[config.mk]
export PLATFORM = sky130hd
export DESIGN_NAME = rsm_select_top
export DESIGN_NICKNAME = d
export VERILOG_FILES = /design/src/core/rsm_pkg.sv /design/src/core/rsm_ref_qualify.sv /design/src/core/rsm_select_top.sv
export VERILOG_INCLUDE_DIRS = /design/src /design/src/core
export SDC_FILE = /design/constraint.sdc
export NUM_CORES = 1
export LEC_CHECK = 0
export ABC_AREA = 1
export BUFFER_PORTS_ARGS = -buffer_cell sky130_fd_sc_hd__buf_2
export CAP_MARGIN = 20
export CORE_ASPECT_RATIO = 0.7
export CORE_MARGIN = 2
export CORE_UTILIZATION = 60
export CTS_CLUSTER_SIZE = 25
export DETAILED_ROUTE_END_ITERATION = 8
export PLACE_DENSITY = 0.88
export SLEW_MARGIN = 20
export SYNTH_ARGS = -nofsm -noshare
export SYNTH_HDL_FRONTEND = slang
export SYNTH_SLANG_ARGS = --single-unit
[constraint.sdc]
create_clock -name CLOCK_IN -period 12.3 [get_ports CLOCK_IN]
set_clock_uncertainty 0.1 [all_clocks]
set_input_delay 1.845 -clock CLOCK_IN [delete_from_list [all_inputs] [get_ports CLOCK_IN]]
set_output_delay 1.845 -clock CLOCK_IN [all_outputs]
set_load 0.005 [all_outputs]
[src/core/rsm_regs.svh]
// Purpose: constants of the reference select monitor
// Assumes: included by bare name from the design files
// Notes: counts are in CLOCK_IN cycles, frequencies in kHz
// Operation
// - each input has priority 0..7; 0 only picked by a manual choice, 1 most preferred.
// - equal priorities resolve toward the lower input index.
// - auto revertive picks best qualified input and switches up at once.
// - auto non-revertive keeps current input until it turns invalid.
// - manual modes take the choice from a software field or a pin.
// - manual fallback moves to best valid input, else holdover or free-run.
// - manual holdover goes holdover or free-run, leaves when choice valid.
// - without hitless switching the full phase step reaches the output.
// - cancellation without slew limiting keeps the offset until the next switchover.
// - frequency-locked pairs (zero offset or integer related) get cancel.
// - slew limiting bleeds the offset by threshold steps per interval.
// - slew limits also cover lock entry and unlocked-pair switches.
// - pulse-per-second switches are hitless only with zero delay off.
// - oscillator loss clears only between 9 MHz and 160 MHz.
// - detector bypass makes oscillator valid, loss flag stays honest.
// - qualification needs flag-free full validation period; flag restarts.
// - a disabled monitor raises no flag and is ignored.
// - all enabled flags go to pins; selected-only flags to status.
`ifndef RSM_REGS_SVH
`define RSM_REGS_SVH

// --------------------------------------------------------------
// selection modes
// --------------------------------------------------------------
`define RSM_MODE_AUTO_REV 2'h0
`define RSM_MODE_AUTO_NREV 2'h1
`define RSM_MODE_MAN_FALL 2'h2
`define RSM_MODE_MAN_HOLD 2'h3

// --------------------------------------------------------------
// monitor flag field positions within one input's nibble
// --------------------------------------------------------------
`define RSM_MON_W 4
`define RSM_FLAG_FREQ 0
`define RSM_FLAG_MISS 1
`define RSM_FLAG_RUNT 2
`define RSM_FLAG_PHASE 3

// --------------------------------------------------------------
// sizes, limits and reset values
// --------------------------------------------------------------
`define RSM_NUM_REFS 2
`define RSM_PRIO_W 3
`define RSM_PRIO_OFF 3'h0
`define RSM_OSC_MIN_KHZ 18'h02328
`define RSM_OSC_MAX_KHZ 18'h27100
`define RSM_RST_SEL 1'h0
`define RSM_RST_ADJ 16'h0000

`endif

[src/core/rsm_pkg.sv]
// Purpose: shared types of the reference select monitor
// Assumes: nothing beyond the constants header
// Notes: loop states are left to the tool to encode
package rsm_pkg;
  typedef enum logic [1:0] {RSM_FREE, RSM_HOLD, RSM_LOCK} rsm_loop_e;
  typedef logic [1:0] rsm_mode_t;
  typedef logic signed [15:0] rsm_phase_t;
endpackage : rsm_pkg

[src/core/rsm_ref_qualify.sv]
// Purpose: qualification timer for one reference input
// Assumes: flags are synchronous to clk_in
// Notes: period 0 qualifies one cycle after the flags clear
`timescale 1ns/1ns
`default_nettype none
`include "rsm_regs.svh"
module rsm_ref_qualify #(
  parameter int CNT_W = 16
) (
  // clock and control
  input wire logic clk_in,
  input wire logic rst_n_in,
  input wire logic ce_in,
  // monitors
  input wire logic [`RSM_MON_W-1:0] flags_in,
  input wire logic [`RSM_MON_W-1:0] en_in,
  input wire logic [CNT_W-1:0] period_in,
  // results
  output logic qual_out,
  output logic [`RSM_MON_W-1:0] flags_out
);
  logic [CNT_W-1:0] cnt_reg;
  logic qual_reg;
  logic [`RSM_MON_W-1:0] flags_reg;
  logic [`RSM_MON_W-1:0] act_flags;
  logic any_flag;
  logic done;

  // --------------------------------------------------------------
  // flag gating
  // --------------------------------------------------------------
  // a disabled monitor is cut here so it can never disqualify
  assign act_flags = flags_in & en_in;
  assign any_flag = |act_flags;
  assign done = (cnt_reg >= period_in);

  // --------------------------------------------------------------
  // timer
  // --------------------------------------------------------------
  // counter saturates at the period so a long clean run never wraps
  always_ff @(posedge clk_in) begin
    if (!rst_n_in) begin
      cnt_reg <= '0;
      qual_reg <= 1'b0;
      flags_reg <= '0;
    end else if (ce_in) begin
      flags_reg <= act_flags;
      if (any_flag) begin
        cnt_reg <= '0;
        qual_reg <= 1'b0;
      end else if (done) begin
        qual_reg <= 1'b1;
      end else begin
        cnt_reg <= cnt_reg + 1'b1;
      end
    end
  end

  assign qual_out = qual_reg;
  assign flags_out = flags_reg;
endmodule : rsm_ref_qualify
`default_nettype wire

[src/core/rsm_select_top.sv]
// Purpose: reference qualification, selection and hitless phase control
// Assumes: all inputs synchronous to CLOCK_IN, 25 MHz
// Notes: phase offsets are signed counts in one common unit
`timescale 1ns/1ns
`default_nettype none
`include "rsm_regs.svh"
module rsm_select_top
  import rsm_pkg::*;
#(
  parameter int CNT_W = 16
) (
  // clock, reset, enable
  input wire logic CLOCK_IN,
  input wire logic RESET_N_IN,
  input wire logic CLK_EN_IN,
  // per-input monitors, input i in bits [4i+3:4i]
  input wire logic [2*`RSM_MON_W-1:0] MON_FLAGS_IN,
  input wire logic [2*`RSM_MON_W-1:0] MON_EN_IN,
  input wire logic [2*CNT_W-1:0] VALID_PERIOD_IN,
  input wire logic [2*`RSM_PRIO_W-1:0] PRIO_IN,
  // selection control
  input wire logic [1:0] MODE_IN,
  input wire logic MANUAL_REFERENCE_CHOICE_IN,
  input wire logic MAN_FROM_PIN_IN,
  input wire logic MAN_PIN_IN,
  input wire logic HISTORY_VALID_IN,
  // hitless switching control
  input wire logic HITLESS_EN_IN,
  input wire logic SLEW_LIMIT_ENABLE_IN,
  input wire logic [15:0] SLEW_STEP_THRESHOLD_IN,
  input wire logic [15:0] SLEW_STEP_INTERVAL_IN,
  input wire logic ZERO_DELAY_SYNC_IN,
  input wire logic PPS_MODE_IN,
  input wire logic PAIR_PPM_ZERO_IN,
  input wire logic PAIR_INT_RELATED_IN,
  input wire logic [15:0] PHASE_REF0_IN,
  input wire logic [15:0] PHASE_REF1_IN,
  // oscillator monitor
  input wire logic [17:0] OSC_FREQ_KHZ_IN,
  input wire logic OSC_DETECTOR_BYPASS_IN,
  // selection status
  output logic SEL_VALID_OUT,
  output logic SEL_REF_OUT,
  output logic HOLDOVER_OUT,
  output logic FREE_RUN_OUT,
  output logic [1:0] REF_QUAL_OUT,
  // monitor status
  output logic [2*`RSM_MON_W-1:0] REF_FLAGS_OUT,
  output logic [`RSM_MON_W-1:0] SEL_FLAGS_OUT,
  output logic OSC_INPUT_LOSS_FLAG_OUT,
  output logic OSC_VALID_OUT,
  // phase control
  output logic [15:0] PHASE_ADJ_OUT,
  output logic SLEW_ACTIVE_OUT
);

  rsm_loop_e loop_reg, loop_next, fb_state;
  logic sel_reg, sel_next, valid_reg, hold_reg, free_reg;
  logic [`RSM_MON_W-1:0] sel_flags_reg, flags_sel_next;
  logic osc_loss_reg, osc_valid_reg, slew_act_reg, tick, osc_in_range;
  rsm_phase_t adj_reg, adj_next, phase_old, phase_new, adj_swap, adj_bled;
  logic [15:0] tmr_reg;
  logic [1:0] qual, cand;
  logic [`RSM_PRIO_W-1:0] prio0, prio1;
  logic pick1, any_cand, man_choice, man_ok, cur_ok;
  logic sw_evt, ref_swap, entry, pps_ok, freq_lock;
  logic cancel_swap, cancel_entry;
  logic signed [16:0] adj_ext;
  logic [16:0] mag, step;

  // --------------------------------------------------------------
  // per-input qualification
  // --------------------------------------------------------------
  // one timer per input; flags leave it registered for the pins
  genvar gi;
  generate
    for (gi = 0; gi < `RSM_NUM_REFS; gi++) begin : g_ref
      rsm_ref_qualify #(.CNT_W(CNT_W)) u_qual (
        .clk_in(CLOCK_IN),
        .rst_n_in(RESET_N_IN),
        .ce_in(CLK_EN_IN),
        .flags_in(MON_FLAGS_IN[gi*`RSM_MON_W +: `RSM_MON_W]),
        .en_in(MON_EN_IN[gi*`RSM_MON_W +: `RSM_MON_W]),
        .period_in(VALID_PERIOD_IN[gi*CNT_W +: CNT_W]),
        .qual_out(qual[gi]),
        .flags_out(REF_FLAGS_OUT[gi*`RSM_MON_W +: `RSM_MON_W])
      );
      // priority 0 keeps an input out of every priority choice
      assign cand[gi] = qual[gi]
        && (PRIO_IN[gi*`RSM_PRIO_W +: `RSM_PRIO_W] != `RSM_PRIO_OFF);
    end
  endgenerate

  // --------------------------------------------------------------
  // priority decode
  // --------------------------------------------------------------
  // strict less-than lets input zero win every tie
  assign prio0 = PRIO_IN[0 +: `RSM_PRIO_W];
  assign prio1 = PRIO_IN[`RSM_PRIO_W +: `RSM_PRIO_W];
  assign pick1 = cand[1] && (!cand[0] || (prio1 < prio0));
  assign any_cand = |cand;
  assign man_choice = MAN_FROM_PIN_IN ? MAN_PIN_IN
    : MANUAL_REFERENCE_CHOICE_IN;
  assign man_ok = qual[man_choice];
  assign cur_ok = cand[sel_reg];
  assign fb_state = HISTORY_VALID_IN ? RSM_HOLD : RSM_FREE;

  // --------------------------------------------------------------
  // selection state machine
  // --------------------------------------------------------------
  // without a usable input the loop falls back and keeps its last index
  always_comb begin
    loop_next = fb_state;
    sel_next = sel_reg;
    case (MODE_IN)
      `RSM_MODE_AUTO_REV: begin
        if (any_cand) begin
          loop_next = RSM_LOCK;
          sel_next = pick1;
        end
      end
      `RSM_MODE_AUTO_NREV: begin
        if ((loop_reg == RSM_LOCK) && cur_ok) begin
          loop_next = RSM_LOCK;
        end else if (any_cand) begin
          loop_next = RSM_LOCK;
          sel_next = pick1;
        end
      end
      `RSM_MODE_MAN_FALL: begin
        if (man_ok) begin
          loop_next = RSM_LOCK;
          sel_next = man_choice;
        end else if (any_cand) begin
          loop_next = RSM_LOCK;
          sel_next = pick1;
        end
      end
      `RSM_MODE_MAN_HOLD: begin
        if (man_ok) begin
          loop_next = RSM_LOCK;
          sel_next = man_choice;
        end
      end
      default: begin
        loop_next = fb_state;
      end
    endcase
  end

  // --------------------------------------------------------------
  // switchover classification
  // --------------------------------------------------------------
  // zero delay sync breaks pps cancellation, so it falls back to a hit
  assign ref_swap = (loop_reg == RSM_LOCK) && (loop_next == RSM_LOCK)
    && (sel_next != sel_reg);
  assign entry = (loop_reg != RSM_LOCK) && (loop_next == RSM_LOCK);
  assign sw_evt = ref_swap || entry;
  assign pps_ok = !(PPS_MODE_IN && ZERO_DELAY_SYNC_IN);
  assign freq_lock = PAIR_PPM_ZERO_IN || PAIR_INT_RELATED_IN;
  assign cancel_swap = HITLESS_EN_IN && pps_ok && ref_swap
    && (freq_lock || SLEW_LIMIT_ENABLE_IN);
  assign cancel_entry = HITLESS_EN_IN && pps_ok && entry
    && SLEW_LIMIT_ENABLE_IN;
  assign phase_old = sel_reg ? PHASE_REF1_IN : PHASE_REF0_IN;
  assign phase_new = sel_next ? PHASE_REF1_IN : PHASE_REF0_IN;
  // build-out accumulates so a chain of switches stays hitless
  assign adj_swap = adj_reg + phase_old - phase_new;

  // --------------------------------------------------------------
  // slew limiter
  // --------------------------------------------------------------
  // magnitude is one bit wider so the most negative offset still bleeds
  assign adj_ext = {adj_reg[15], adj_reg};
  assign mag = adj_ext[16] ? 17'(-adj_ext) : 17'(adj_ext);
  assign step = (mag > {1'b0, SLEW_STEP_THRESHOLD_IN})
    ? {1'b0, SLEW_STEP_THRESHOLD_IN} : mag;
  assign adj_bled = adj_reg[15] ? adj_reg + step[15:0]
    : adj_reg - step[15:0];
  assign tick = (17'(tmr_reg) + 17'h00001)
    >= {1'b0, SLEW_STEP_INTERVAL_IN};

  // phase offset for the next cycle; a plain hit when cancel is off
  always_comb begin
    adj_next = adj_reg;
    if (sw_evt) begin
      if (cancel_swap) begin
        adj_next = adj_swap;
      end else if (cancel_entry) begin
        adj_next = -phase_new;
      end else begin
        adj_next = `RSM_RST_ADJ;
      end
    end else if (SLEW_LIMIT_ENABLE_IN && tick) begin
      adj_next = adj_bled;
    end
  end

  // --------------------------------------------------------------
  // oscillator monitor
  // --------------------------------------------------------------
  assign osc_in_range = (OSC_FREQ_KHZ_IN >= `RSM_OSC_MIN_KHZ)
    && (OSC_FREQ_KHZ_IN <= `RSM_OSC_MAX_KHZ);
  // flags of the input in use now; the next pick never carries a fault
  assign flags_sel_next = (loop_reg != RSM_LOCK) ? '0
    : REF_FLAGS_OUT[sel_reg*`RSM_MON_W +: `RSM_MON_W];

  // --------------------------------------------------------------
  // state registers
  // --------------------------------------------------------------
  always_ff @(posedge CLOCK_IN) begin
    if (!RESET_N_IN) begin
      loop_reg <= RSM_FREE;
      sel_reg <= `RSM_RST_SEL;
      valid_reg <= 1'b0;
      hold_reg <= 1'b0;
      free_reg <= 1'b1;
    end else if (CLK_EN_IN) begin
      loop_reg <= loop_next;
      sel_reg <= sel_next;
      valid_reg <= (loop_next == RSM_LOCK);
      hold_reg <= (loop_next == RSM_HOLD);
      free_reg <= (loop_next == RSM_FREE);
    end
  end

  // phase and slew timer; timer restarts at each switchover
  always_ff @(posedge CLOCK_IN) begin
    if (!RESET_N_IN) begin
      adj_reg <= `RSM_RST_ADJ;
      tmr_reg <= '0;
      slew_act_reg <= 1'b0;
    end else if (CLK_EN_IN) begin
      adj_reg <= adj_next;
      tmr_reg <= (sw_evt || tick || !SLEW_LIMIT_ENABLE_IN) ? '0
        : tmr_reg + 1'b1;
      slew_act_reg <= SLEW_LIMIT_ENABLE_IN && (adj_next != 0);
    end
  end

  // status flops; bypass changes validity, never the loss flag
  always_ff @(posedge CLOCK_IN) begin
    if (!RESET_N_IN) begin
      osc_loss_reg <= 1'b1;
      osc_valid_reg <= 1'b0;
      sel_flags_reg <= '0;
    end else if (CLK_EN_IN) begin
      osc_loss_reg <= !osc_in_range;
      osc_valid_reg <= OSC_DETECTOR_BYPASS_IN || osc_in_range;
      sel_flags_reg <= flags_sel_next;
    end
  end

  assign SEL_VALID_OUT = valid_reg;
  assign SEL_REF_OUT = sel_reg;
  assign HOLDOVER_OUT = hold_reg;
  assign FREE_RUN_OUT = free_reg;
  assign REF_QUAL_OUT = qual;
  assign SEL_FLAGS_OUT = sel_flags_reg;
  assign OSC_INPUT_LOSS_FLAG_OUT = osc_loss_reg;
  assign OSC_VALID_OUT = osc_valid_reg;
  assign PHASE_ADJ_OUT = adj_reg;
  assign SLEW_ACTIVE_OUT = slew_act_reg;
endmodule : rsm_select_top
`default_nettype wire

==> metrics.md <==
| Metric | Value |
|---|---|
| Final Worst Setup Slack | `5480 ps` |
| Post-Synth Adder-Cell Area | `15.8%` |
| CTS HTree Levels | `3` |
| Fin crit share | `55.4%` |
| Port Buffers | `188` |
| Worst Setup Start Kind | `flip-flop` |
| Dpl hpwl | `25,200 µm` |
| Min-delay worst type | `reg -> reg` |
| Fmax | `147 MHz` |
| Vias per Instance | `5.60` |
| Nets | `2,131` |
| Clock Root Buffer | `clkbuf_16` |
| PwrDens | `102 nW/µm²` |
| Slew headroom | `55.2%` |
| Post-Synth Simple-Gate Area | `34.1%` |
| DR pass1 iterations | `6` |
| Ys flop type | `dfxtp_1` |
| WP data arrival | `6940 ps` |
| Starting density of the core | `61.2%` |
| CTS Buffer Depth | `2` |
| CP max stage delay | `460 ps` |
| Critical path class | `reg -> reg` |
| Clock Pin Slew Worst Setup and Hold Paths | `70 ps` |
| Ys Warns | `0` |
| Die height | `115 µm` |
| Area added between synthesis and finish | `13.1%` |
| Setup Buffers After CTS | `0` |
| Die ar. | `18,600 µm²` |
| MaxCap Viol Count | `0` |
| Most common cell after layout, fill and taps aside | `nand2_1` |
| Post-Route WL | `31,200 µm` |
| FP Rows | `40` |
| Overflow after GRT | `0` |
| Place WS | `5550 ps` |
| Via Count | `11,700` |
| Placed cells | `2,076` |
| DRT antenna net count | `0` |
| Largest net degree at the start of global routing | `55` |
| Final Util | `69.2%` |
| First-pass GRT wire length | `50,700 µm` |
| CP Max Fanout | `18` |
| DR DRC count | `0` |
| Max reg flops | `32` |
| Core Region | `17,200 µm²` |
| Netlist cell types | `60` |
| Avg Cell Area, Syn | `6.20 µm²` |
| Largest family of logic cells by synthesized area | `simple AND/OR/NAND/NOR gates` |
| Net Count, Synth | `1,968` |
| CP max-delay cell | `o41ai_2` |
| Peak supply drop | `67.7 µV` |
| Most frequent cells in the layout | `430 x nand2_1, 279 x inv_1, 188 x buf_2` |
| Post-synth EDFFs | `0` |
| CTS sink cnt | `87` |
| WL/cell | `14.9 µm` |
| Sequential share of the synthesized area | `16.6%` |
| Fin. Hold Viols | `0` |
| Total CTS buffers | `9` |
| Mux cell area share after synthesis | `0.0954%` |
| CTS tree | `yes` |
| Synth Area in Compound Gates | `15.7%` |
| LEAKAGE | `6.52 nW` |
| Antenna violations before repair | `2` |
| Worst Tran Pin Value | `667 ps` |
| Gr usage total | `33.6%` |
| Synth Instances | `1,693` |
| Unrepaired setup endpoints after global routing | `no` |
| Slew Viols, Final | `0` |
| Yosys top cell area share | `16.6%` |
| XOR/XNOR Fraction of Synth Area | `5.09%` |
| GPL Wtd Cong | `0.950` |
| Setup violations, final | `0` |
| Post_cts resized | `0` |
| Ys async rst share | `0%` |
| Number of global-route vias before repair | `10,400` |
| Chip width | `162 µm` |
| Clk Latency, worst-skew pair | `350 ps` |
| Most common cell on crit path | `nand2_1` |
| Final instance area | `11,900 µm²` |
| Cell taking the most area after synthesis | `dfxtp_1` |
| DR iter-0 viols | `1,484` |
| Top-level I/O count | `189` |
| Non-filler cells, final | `2,093` |
| Crit. End Element | `flip-flop` |
| Min Tclk post-route | `6820 ps` |
| Synth area leaders | `dfxtp_1 17%, nand2_1 15%, ha_1 13%, inv_1 10%, nor2_1 5.4%` |
| Ratio of cells with drive above 1 in the final layout | `15.5%` |
| Worst endpoint required time | `12,420 ps` |
| CTS Hold Bufs | `0` |
| Setup_tns | `0 ps` |
| FF+latch count, synth | `87` |
| Post-Synthesis Cell Area | `10,500 µm²` |
| Area of placed instances | `11,500 µm²` |
| Outcome | `complete, no violations` |
==> layout make-up <==
type | instances | area (µm²)
Fill cell | 1511 | 5290
Multi-Input combinational cell | 1275 | 7440
Tap cell | 231 | 289
Clock buffer | 9 | 225
Clock inverter | 7 | 108
Timing Repair Buffer | 194 | 986
Inverter | 289 | 1080
Antenna cell | 1 | 2.50
Sequential cell | 87 | 1740
==> layer usage <==
metal	wire [µm]	global-route usage, %	vias to the layer above	share of wire, %
met5	0	0	-	0
met4	528	7.20	0	1.7
met3	3510	6.52	59	11
met2	12500	49.8	607	40
met1	14700	50.1	5230	47
li1	-	-	5827	-
==> stage by stage <==
step                      hold WS, ps  total power [W]
after floorplan                   330         0.000736
after global placement            349         0.000871
after detailed placement          345         0.000884
after CTS                         364          0.00120
after global routing              388          0.00130
final                             369          0.00122
==> worst max-delay path, delay by kind of cell (launching register included) <==
kind | cells | cell delay [ps]
AND/OR/NAND/NOR | 22 | 2740
AO/OA/AOI/OAI | 7 | 1700
adder cells (fa/ha/maj) | 4 | 1110
XOR/XNOR | 2 | 400
flip-flops | 1 | 380
buffers and inverters | 1 | 240
==> cells in the mapped netlist, types with 3 or more instances <==
library cell / number
nand2_1: 430
inv_1: 279
nor2_1: 152
a21oi_1: 113
ha_1: 107
nand3_1: 88
dfxtp_1: 87
o21ai_0: 83
xor2_1: 50
nand4_1: 43
nand2_2: 27
nor3_1: 24
o211ai_1: 20
clkbuf_1: 19
fa_1: 16
a22oi_1: 15
buf_2: 11
nor2_2: 11
xnor2_1: 11
inv_2: 10
a211oi_1: 8
nor2_4: 6
a31oi_1: 5
buf_4: 5
nor4_1: 5
o21ai_1: 5
o21ai_2: 5
o31ai_1: 5
buf_6: 4
o21bai_1: 4
a21o_1: 3
nand2_4: 3
o21a_1: 3
or2_2: 3
==> where the power goes <==
group / switching, W / internal, W / total, W
clock: 0.000131 / 0.000183 / 0.000314
combinational: 0.000386 / 0.000213 / 0.000599
sequential: 0.0000133 / 0.000290 / 0.000303
total: 0.000531 / 0.000685 / 0.00122
==> path summary, 6_finish.rpt <==
check                   startpoint          endpoint  slack (ps)  cells past startpoint
hold / removal    SEL_FLAGS_OUT[1]  SEL_FLAGS_OUT[1]         370                      2
setup reg to reg  PHASE_ADJ_OUT[0]   SLEW_ACTIVE_OUT        5480                     36
setup / recovery  PHASE_ADJ_OUT[0]   SLEW_ACTIVE_OUT        5480                     36
hold reg to reg   SEL_FLAGS_OUT[1]  SEL_FLAGS_OUT[1]         370                      2
==> cell families (layout without fill, tap and decap cells) <==
group	count (synthesis)	count (layout)
multiplexers	1	1
AO/OA/AOI/OAI	283	283
buffers and inverters	331	499
AND/OR/NAND/NOR	807	807
adder cells (fa/ha/maj)	123	123
XOR/XNOR	61	61
other	0	1
flip-flops	87	87
Power figures use the tool's default switching activity.
